$ cat config.mk
export PLATFORM = sky130hd
export DESIGN_NAME = bmx_mux_ctrl
export DESIGN_NICKNAME = d
export VERILOG_FILES = /design/src/core/bmx_pkg.sv /design/src/core/bmx_mux_ctrl.sv
export VERILOG_INCLUDE_DIRS = /design/src /design/src/core
export SDC_FILE = /design/constraint.sdc
export NUM_CORES = 1
export LEC_CHECK = 0
export ABC_AREA = 1
export BUFFER_PORTS_ARGS = -buffer_cell sky130_fd_sc_hd__buf_2
export CORE_AREA = 2 2 99 111
export DETAILED_ROUTE_END_ITERATION = 10
export DIE_AREA = 0 0 101 113
export PLACE_DENSITY = 0.58
export SYNTH_ARGS = -nofsm -noshare
export SYNTH_HDL_FRONTEND = slang
export SYNTH_SLANG_ARGS = --single-unit
$ cat constraint.sdc
create_clock -name CORE_CLK -period 2.92 [get_ports CORE_CLK]
set_input_delay 0.584 -clock CORE_CLK [delete_from_list [all_inputs] [get_ports CORE_CLK]]
set_output_delay 0.584 -clock CORE_CLK [all_outputs]
set_load 0.05 [all_outputs]
$ cat src/core/bmx_defines.svh
`ifndef BMX_DEFINES_SVH
`define BMX_DEFINES_SVH

// Register word offsets (index); byte address is four times the index
`define BMX_IDX_MUX1        8'h41
`define BMX_IDX_MUX2        8'h42
`define BMX_IDX_MUX3        8'h43
`define BMX_IDX_MUX4        8'h44
`define BMX_IDX_DCLEAD      8'h50
`define BMX_IDX_CHAN        8'h60
`define BMX_IDX_STATUS      8'h61

// Mux configuration 1 fields
`define BMX_M1_CAL_EN       0
`define BMX_M1_MUX_EN       1
`define BMX_M1_CAL_ONLY     2
`define BMX_M1_BIST_EN      5
`define BMX_M1_RSEL_LO      6
`define BMX_M1_MASK         8'he7

// Mux configuration 2 fields
`define BMX_M2_COMP_EN      0
`define BMX_M2_GUARD_EN     1
`define BMX_M2_LOAD_EN      5
`define BMX_M2_RSEL_LO      6
`define BMX_M2_MASK         8'he3

// Mux configuration 3 fields
`define BMX_M3_DRV_NEG_LO   0
`define BMX_M3_DRV_POS_LO   2
`define BMX_M3_RX_NEG_LO    4
`define BMX_M3_RX_POS_LO    6

// DC lead configuration fields
`define BMX_DC_IMAG_LO      0
`define BMX_DC_IPOL         3
`define BMX_DC_OOR_EN       4
`define BMX_DC_EXT_EN       5
`define BMX_DC_LOFF_EN      6
`define BMX_DC_LON_EN       7

// Channel control register fields
`define BMX_CH_I_EN         0
`define BMX_CH_Q_EN         1
`define BMX_CH_MODE_LO      2
`define BMX_CH_MASK         8'h0f

// Status register fields
`define BMX_ST_NL           0
`define BMX_ST_NH           1
`define BMX_ST_PL           2
`define BMX_ST_PH           3
`define BMX_ST_OOR          4

// Reset values
`define BMX_RST_CFG         8'h00
`define BMX_RST_ERR         8'h00

`endif

$ cat src/core/bmx_pkg.sv
`default_nettype none
package bmx_pkg;

    // Stimulus drive modes
    typedef enum logic [1:0] {
        BMX_DRV_CURRENT = 2'h0,
        BMX_DRV_VOLTAGE = 2'h1,
        BMX_DRV_HBRIDGE = 2'h2,
        BMX_DRV_STANDBY = 2'h3
    } bmx_drv_mode_t;

    // Bus slave answer sequencing
    typedef enum logic [1:0] {
        BMX_BUS_IDLE = 2'b01,
        BMX_BUS_DONE = 2'b10
    } bmx_bus_state_t;

endpackage
`default_nettype wire

$ cat src/core/bmx_mux_ctrl.sv
// How it works
// - Calibration bit ties cal pins to nodes
// - Two-bit field picks skin load resistor
// - Skin load bit closes drive-input loads
// - Guard bit drives 2A/3A with inputs
// - Compensation bit enables input cap compensation
// - Positive input goes to 1, 2A, 2B
// - Negative input goes to 4, 3A, 3B
// - Calibration bit disconnects all electrode pins
// - Positive drive select; modes 1,2 force 1
// - Negative drive select; modes 1,2 force 4
// - Read-only signed factory resistor error value
// - Lead-on only with both channels off
// - Lead-off needs a channel; four flags
// - External bit moves lead-off to 2B/3B
// - Drive monitor flags out-of-range event
// - Polarity bit swaps source and sink
// - Mux disabled opens every pin
// - Drive mode 3 means no stimulus
// - Current magnitude code 0 disables sources
`timescale 1ns/1ps
`default_nettype none
`include "bmx_defines.svh"

module bmx_mux_ctrl #(
    parameter logic [7:0] SELFTEST_ERR = `BMX_RST_ERR  // Factory trim, arbitrary default
) (
    // Clock and reset
    input  wire logic        CORE_CLK,
    input  wire logic        RST_B,
    // Avalon-MM slave
    input  wire logic [9:0]  AVS_ADDRESS,
    input  wire logic        AVS_READ,
    input  wire logic        AVS_WRITE,
    input  wire logic [31:0] AVS_WRITEDATA,
    input  wire logic [3:0]  AVS_BYTEENABLE,
    output logic      [31:0] AVS_READDATA,
    output logic             AVS_WAITREQUEST,
    output logic      [1:0]  AVS_RESPONSE,
    // Analog comparator events
    input  wire logic [3:0]  LOFF_CMP,
    input  wire logic        DRIVE_OUT_OF_RANGE_CMP,
    // Electrode switches: bit0 electrode 1, bit1 electrode 2a, bit2 electrode 2b
    output logic      [2:0]  RX_POS_SW,
    output logic      [2:0]  DRIVE_POS_SW,
    // Electrode switches: bit0 electrode 4, bit1 electrode 3a, bit2 electrode 3b
    output logic      [2:0]  RX_NEG_SW,
    output logic      [2:0]  DRIVE_NEG_SW,
    // Calibration pins 1..4
    output logic      [3:0]  CAL_SW,
    // Internal loads
    output logic      [3:0]  SKIN_LOAD_SW,
    output logic      [3:0]  SELFTEST_LOAD_SW,
    output logic             GUARD_DRIVE_ON,
    output logic             INPUT_COMP_ON,
    // Lead detection controls
    output logic             LEAD_ON_ACTIVE,
    output logic             LEAD_OFF_ACTIVE,
    output logic             LEAD_OFF_EXTERNAL,
    output logic             LEAD_OFF_POS_SOURCE,
    output logic      [2:0]  LEAD_OFF_MAG,
    output logic             DRV_MONITOR_ON,
    output logic             STIMULUS_ON
);

    // Configuration registers
    logic [7:0] mux1_reg;
    logic [7:0] mux2_reg;
    logic [7:0] mux3_reg;
    logic [7:0] dclead_reg;
    logic [7:0] chan_reg;
    logic [4:0] status_reg;
    bmx_pkg::bmx_bus_state_t bus_reg;

    // Bus decode
    logic       req;
    logic [7:0] idx;
    logic       wr_go;
    logic       rd_go;
    logic [7:0] wdat;
    logic       hit;
    assign req   = AVS_READ | AVS_WRITE;
    assign idx   = AVS_ADDRESS[9:2];
    assign wdat  = AVS_WRITEDATA[7:0];
    assign wr_go = AVS_WRITE & (bus_reg == bmx_pkg::BMX_BUS_IDLE) & AVS_BYTEENABLE[0];
    assign rd_go = AVS_READ & (bus_reg == bmx_pkg::BMX_BUS_IDLE);

    // Three-way electrode decode, shared by inputs and drives
    function automatic logic [2:0] pin_decode(input logic [1:0] code);
        logic [2:0] v;
        v = 3'h0;
        unique case (code)
            2'h0: v = 3'h1;
            2'h1: v = 3'h2;
            2'h2: v = 3'h4;
            default: v = 3'h0;  // Forbidden code leaves pin open
        endcase
        return v;
    endfunction

    // Address hit check
    always_comb begin
        unique case (idx)
            `BMX_IDX_MUX1, `BMX_IDX_MUX2, `BMX_IDX_MUX3, `BMX_IDX_MUX4,
            `BMX_IDX_DCLEAD, `BMX_IDX_CHAN, `BMX_IDX_STATUS: hit = 1'b1;
            default: hit = 1'b0;
        endcase
    end

    // One wait cycle then done; done returns to idle without waiting to see the release
    always_ff @(posedge CORE_CLK or negedge RST_B) begin
        if (!RST_B) begin
            bus_reg <= bmx_pkg::BMX_BUS_IDLE;
        end else if (bus_reg == bmx_pkg::BMX_BUS_IDLE && req) begin
            bus_reg <= bmx_pkg::BMX_BUS_DONE;
        end else begin
            bus_reg <= bmx_pkg::BMX_BUS_IDLE;
        end
    end

    // Waitrequest high while idle, so every request waits exactly one cycle
    always_ff @(posedge CORE_CLK or negedge RST_B) begin
        if (!RST_B) begin
            AVS_WAITREQUEST <= 1'b1;
        end else begin
            AVS_WAITREQUEST <= !(bus_reg == bmx_pkg::BMX_BUS_IDLE && req);
        end
    end

    // Register writes, reserved bits masked off
    always_ff @(posedge CORE_CLK or negedge RST_B) begin
        if (!RST_B) begin
            mux1_reg   <= `BMX_RST_CFG;
            mux2_reg   <= `BMX_RST_CFG;
            mux3_reg   <= `BMX_RST_CFG;
            dclead_reg <= `BMX_RST_CFG;
            chan_reg   <= `BMX_RST_CFG;
        end else if (wr_go) begin
            unique case (idx)
                `BMX_IDX_MUX1:   mux1_reg   <= wdat & `BMX_M1_MASK;
                `BMX_IDX_MUX2:   mux2_reg   <= wdat & `BMX_M2_MASK;
                `BMX_IDX_MUX3:   mux3_reg   <= wdat;
                `BMX_IDX_DCLEAD: dclead_reg <= wdat;
                `BMX_IDX_CHAN:   chan_reg   <= wdat & `BMX_CH_MASK;
                default: ;  // Error register is read-only
            endcase
        end
    end

    // Read data and response; unmapped gives slave error and zero
    always_ff @(posedge CORE_CLK or negedge RST_B) begin
        if (!RST_B) begin
            AVS_READDATA <= 32'h0;
            AVS_RESPONSE <= 2'h0;
        end else if (rd_go || (AVS_WRITE && bus_reg == bmx_pkg::BMX_BUS_IDLE)) begin
            AVS_RESPONSE <= hit ? 2'h0 : 2'h2;
            AVS_READDATA <= 32'h0;
            if (rd_go) begin
                unique case (idx)
                    `BMX_IDX_MUX1:   AVS_READDATA <= {24'h0, mux1_reg};
                    `BMX_IDX_MUX2:   AVS_READDATA <= {24'h0, mux2_reg};
                    `BMX_IDX_MUX3:   AVS_READDATA <= {24'h0, mux3_reg};
                    `BMX_IDX_MUX4:   AVS_READDATA <= {24'h0, SELFTEST_ERR};
                    `BMX_IDX_DCLEAD: AVS_READDATA <= {24'h0, dclead_reg};
                    `BMX_IDX_CHAN:   AVS_READDATA <= {24'h0, chan_reg};
                    `BMX_IDX_STATUS: AVS_READDATA <= {27'h0, status_reg};
                    default:         AVS_READDATA <= 32'h0;
                endcase
            end
        end
    end

    // Field extraction
    logic       mux_en;
    logic       cal_en;
    logic       cal_only;
    logic       chan_on;
    logic [1:0] mode;
    logic       forced;
    assign mux_en   = mux1_reg[`BMX_M1_MUX_EN];
    assign cal_en   = mux1_reg[`BMX_M1_CAL_EN];
    assign cal_only = mux1_reg[`BMX_M1_CAL_ONLY];
    assign chan_on  = chan_reg[`BMX_CH_I_EN] | chan_reg[`BMX_CH_Q_EN];
    assign mode     = chan_reg[`BMX_CH_MODE_LO +: 2];
    assign forced   = (mode == bmx_pkg::BMX_DRV_VOLTAGE) || (mode == bmx_pkg::BMX_DRV_HBRIDGE);

    // Electrodes connect only with mux on and calibration off
    logic el_on;
    assign el_on = mux_en & ~cal_en;

    // Electrode switch enables, registered so writes never glitch pins
    always_ff @(posedge CORE_CLK or negedge RST_B) begin
        if (!RST_B) begin
            RX_POS_SW    <= 3'h0;
            RX_NEG_SW    <= 3'h0;
            DRIVE_POS_SW <= 3'h0;
            DRIVE_NEG_SW <= 3'h0;
        end else begin
            RX_POS_SW <= el_on ? pin_decode(mux3_reg[`BMX_M3_RX_POS_LO +: 2]) : 3'h0;
            RX_NEG_SW <= el_on ? pin_decode(mux3_reg[`BMX_M3_RX_NEG_LO +: 2]) : 3'h0;
            if (!el_on) begin
                DRIVE_POS_SW <= 3'h0;
                DRIVE_NEG_SW <= 3'h0;
            end else if (forced) begin
                DRIVE_POS_SW <= 3'h1;
                DRIVE_NEG_SW <= 3'h1;
            end else begin
                DRIVE_POS_SW <= pin_decode(mux3_reg[`BMX_M3_DRV_POS_LO +: 2]);
                DRIVE_NEG_SW <= pin_decode(mux3_reg[`BMX_M3_DRV_NEG_LO +: 2]);
            end
        end
    end

    // Calibration pins: drive pos, rx pos, rx neg, drive neg; cal-only is moot since cal opens electrodes
    always_ff @(posedge CORE_CLK or negedge RST_B) begin
        if (!RST_B) begin
            CAL_SW <= 4'h0;
        end else begin
            CAL_SW <= (mux_en & cal_en) ? 4'hf : 4'h0;
        end
    end

    // Internal loads: one-hot resistor choice while connect bit set
    always_ff @(posedge CORE_CLK or negedge RST_B) begin
        if (!RST_B) begin
            SKIN_LOAD_SW     <= 4'h0;
            SELFTEST_LOAD_SW <= 4'h0;
            GUARD_DRIVE_ON   <= 1'b0;
            INPUT_COMP_ON    <= 1'b0;
        end else begin
            SKIN_LOAD_SW <= mux2_reg[`BMX_M2_LOAD_EN]
                ? 4'(4'h1 << mux2_reg[`BMX_M2_RSEL_LO +: 2]) : 4'h0;
            SELFTEST_LOAD_SW <= mux1_reg[`BMX_M1_BIST_EN]
                ? 4'(4'h1 << mux1_reg[`BMX_M1_RSEL_LO +: 2]) : 4'h0;
            GUARD_DRIVE_ON <= mux2_reg[`BMX_M2_GUARD_EN];
            INPUT_COMP_ON  <= mux2_reg[`BMX_M2_COMP_EN];
        end
    end

    // Lead detection controls; host may leave mux on under load, nothing blocks it
    always_ff @(posedge CORE_CLK or negedge RST_B) begin
        if (!RST_B) begin
            LEAD_ON_ACTIVE      <= 1'b0;
            LEAD_OFF_ACTIVE     <= 1'b0;
            LEAD_OFF_EXTERNAL   <= 1'b0;
            LEAD_OFF_POS_SOURCE <= 1'b0;
            LEAD_OFF_MAG        <= 3'h0;
            DRV_MONITOR_ON      <= 1'b0;
            STIMULUS_ON         <= 1'b0;
        end else begin
            LEAD_ON_ACTIVE      <= dclead_reg[`BMX_DC_LON_EN] & ~chan_on;
            LEAD_OFF_ACTIVE     <= dclead_reg[`BMX_DC_LOFF_EN] & chan_on;
            LEAD_OFF_EXTERNAL   <= dclead_reg[`BMX_DC_EXT_EN];
            LEAD_OFF_POS_SOURCE <= ~dclead_reg[`BMX_DC_IPOL];
            LEAD_OFF_MAG        <= dclead_reg[`BMX_DC_IMAG_LO +: 3];
            DRV_MONITOR_ON      <= dclead_reg[`BMX_DC_OOR_EN];
            STIMULUS_ON         <= (mode != bmx_pkg::BMX_DRV_STANDBY);
        end
    end

    // Sticky status; a new event beats a same-cycle clear
    logic [4:0] st_set;
    logic [4:0] st_clr;
    assign st_set = {DRIVE_OUT_OF_RANGE_CMP & DRV_MONITOR_ON, LOFF_CMP & {4{LEAD_OFF_ACTIVE}}};
    assign st_clr = (wr_go && idx == `BMX_IDX_STATUS) ? wdat[4:0] : 5'h0;
    always_ff @(posedge CORE_CLK or negedge RST_B) begin
        if (!RST_B) begin
            status_reg <= 5'h0;
        end else begin
            status_reg <= (status_reg & ~st_clr) | st_set;
        end
    end

endmodule
`default_nettype wire

==> results.json <==
{
  "p_per_area_mw_per_mm2": 616,
  "cts_max_level": 3,
  "worst_setup_path_end_kind": "register",
  "hold_violations": 0,
  "syn_avg_cell_area_sq_um": 9.16,
  "finClkSkew_ns": 0.00506,
  "slew_headroom": 0.349,
  "vias_per_cell": 4.51,
  "die_x_um": 101,
  "port_buffers": 70,
  "ioPinCount": 125,
  "core.rowCount": 39,
  "holdPathStages": 0,
  "r2r_cells": 7,
  "slowest_delay_ns": 0.53,
  "final-max-slew-violation-count": 0,
  "cts_sinks": 79,
  "drt_iter0_markers": 115,
  "clk-insertion-delay-late_ns": 0.33,
  "dp.cells": 569,
  "crit_buf_inv": 1,
  "ys_seq_elements": 79,
  "syn_area_sq_mm": 0.00353,
  "hpwl_mm": 5.75,
  "cts_tree": "done",
  "multi_input_comb_area_sq_mm": 0.00120,
  "num-fill-cells": 1050,
  "drive_gt1_frac": 0.249,
  "synth-seq-area-share": 0.561,
  "synth.largest_area_cell": "dfrtp_1",
  "final_core_util": 0.405,
  "fmax_ghz": 0.535,
  "dieArea_sq_mm": 0.0114,
  "synth-main-ff-cell": "dfrtp_1",
  "gp_congestion": 0.838,
  "hold_path_class": "reg -> reg",
  "drcViolationCount": 0,
  "dr.pass1.iters": 4,
  "crit_family": "simple AND/OR/NAND/NOR gates",
  "cts-resized-gates": 0,
  "tightest_slew_ns": 0.976,
  "peakVddDrop_mv": 0.256,
  "fin_crit_sh": 0.640,
  "path_cells": "nand2_1, inv_2, nand2_2, nor2_4, nand3_1, nand2_1, o21ai_2",
  "coreArea_sq_mm": 0.0102,
  "cts_buffers": 9,
  "grt_pass1_wl_mm": 13.1,
  "clk_pin_slew_ns": 0.06,
  "grt_usage": 0.152,
  "seqCellArea_sq_mm": 0.00198,
  "arrival_ns": 2.07,
  "cpMostUsedCell": "nand2_1",
  "fin_nets": 513,
  "die_h_um": 113,
  "critPathMaxFanout": 12,
  "setup_ws_ns": 1.05,
  "grt_pass1_vias": 2587,
  "crit_path_start_kind": "register",
  "fin_crit_ns": 1.87,
  "leakage_uw": 0.00223,
  "grt_remaining_overflow": 0,
  "area_growth_pct": 17.7,
  "path_class": "reg -> reg",
  "cts_root_buffer": "clkbuf_16",
  "cp.depth": 7,
  "synth_most_common_cell": "nand2_1",
  "synth_cell_types": 26,
  "synthTopCellsByArea": "dfrtp_1 55%, nand2_1 9.8%, buf_4 6.4%, o21ai_0 5.3%, inv_1 4.7%",
  "synthCells": 385,
  "grt_max_degree": 80,
  "antenna_found_initial": 0,
  "place_ws_ns": 0.864,
  "async_flop_share": 1.00,
  "wl_mm": 7.84,
  "cts_hold_buf": 0,
  "tns_ns": 0,
  "synth_edf_count": 0,
  "critPathRequiredTime_ns": 3.12,
  "synth_top_area_share": 0.553,
  "final_antenna_net_count": 0,
  "rsz0062_at_grt": "no",
  "cap_violations": 0,
  "vias": 2640,
  "cpMaxStageDelayCell": "dfstp_2",
  "initial_core_util": 0.344,
  "status": "finished clean",
  "wire_per_inst_um": 13.4,
  "final_cells": 585,
  "diodes": 0,
  "setup_viol": 0,
  "synth_warnings": 0,
  "clockBufferDepth": 2,
  "synth_common_cells": "92 x nand2_1, 78 x dfrtp_1, 44 x inv_1, 37 x o21ai_0, 30 x buf_4",
  "post-cts-setup-buffers": 0
}
[routing by layer]
layer | track usage | up-vias | part of all wire | routed length, um
li1 | - | 1322 | - | -
met1 | 0.212 | 1232 | 0.47 | 3710
met2 | 0.225 | 79 | 0.46 | 3640
met3 | 0.0439 | 7 | 0.046 | 359
met4 | 0.0550 | 0 | 0.018 | 138
met5 | 0 | - | 0 | 0
[stage by stage]
stage / power [uW] / cell area, sq um / hold slack (ns)
after floorplan: 1460 / 3620 / 0.288
after global placement: 1530 / 3870 / 0.365
after detailed placement: 1540 / 3870 / 0.365
after CTS: 2590 / 4150 / 0.379
after global routing: 2680 / 4150 / 0.402
final: 2560 / 4150 / 0.376
[cell families after synthesis]
family	count (synthesis)	share of synthesized area
buffers and inverters	80	0.123
and+or+nand+nor	171	0.223
AOI/OAI and AO/OA	53	0.0880
DFF	79	0.561
other	1	0.00106
adders and majority gates	1	0.00355
[area by class of cell]
cell class                      instances  share of cell area
Clock buffer                           13              0.0627
Tap cell                              123              0.0371
Timing Repair Buffer                   72              0.0886
Sequential cell                        79               0.477
Clock inverter                          3             0.00422
Multi-Input combinational cell        250               0.290
Inverter                               45              0.0407
[worst paths after layout]
kind / from / to / slack, ns
setup / recovery: bus_reg[0] / mux1_reg[5] / 1.05
hold / removal: mux2_reg[1] / GUARD_DRIVE_ON / 0.38
setup reg to reg: bus_reg[0] / mux1_reg[5] / 1.05
hold reg to reg: mux2_reg[1] / GUARD_DRIVE_ON / 0.38
max in group asynchronous: RST_B / LEAD_OFF_ACTIVE / 1.88
min in group asynchronous: RST_B / LEAD_OFF_MAG[1] / 0.40
[cell usage in the layout, fill, tap and decap left out]
master / n
o21ai_2: 12
nand2_4: 1
dfstp_2: 1
clkbuf_8: 2
nor2_4: 3
conb_1: 25
dfrtp_1: 78
clkinvlp_4: 1
o21ai_0: 37
nand2_1: 92
nand3_4: 1
buf_4: 3
inv_1: 44
clkbuf_1: 2
o21ai_1: 2
nand2_2: 4
clkbuf_16: 9
nand3_2: 1
nor3_4: 1
buf_2: 69
nor2_1: 20
nand4_1: 2
a21oi_1: 2
ha_1: 1
inv_2: 1
nor2_2: 4
nor4_1: 4
nand3_1: 25
clkinv_2: 2
nor3_1: 13
[power by group]
part / switching (uW) / internal, uW
combinational: 288 / 67.4
sequential: 20.4 / 1140
clock: 419 / 619
total: 728 / 1830
Note: power is estimated with default switching activity, not from simulation.
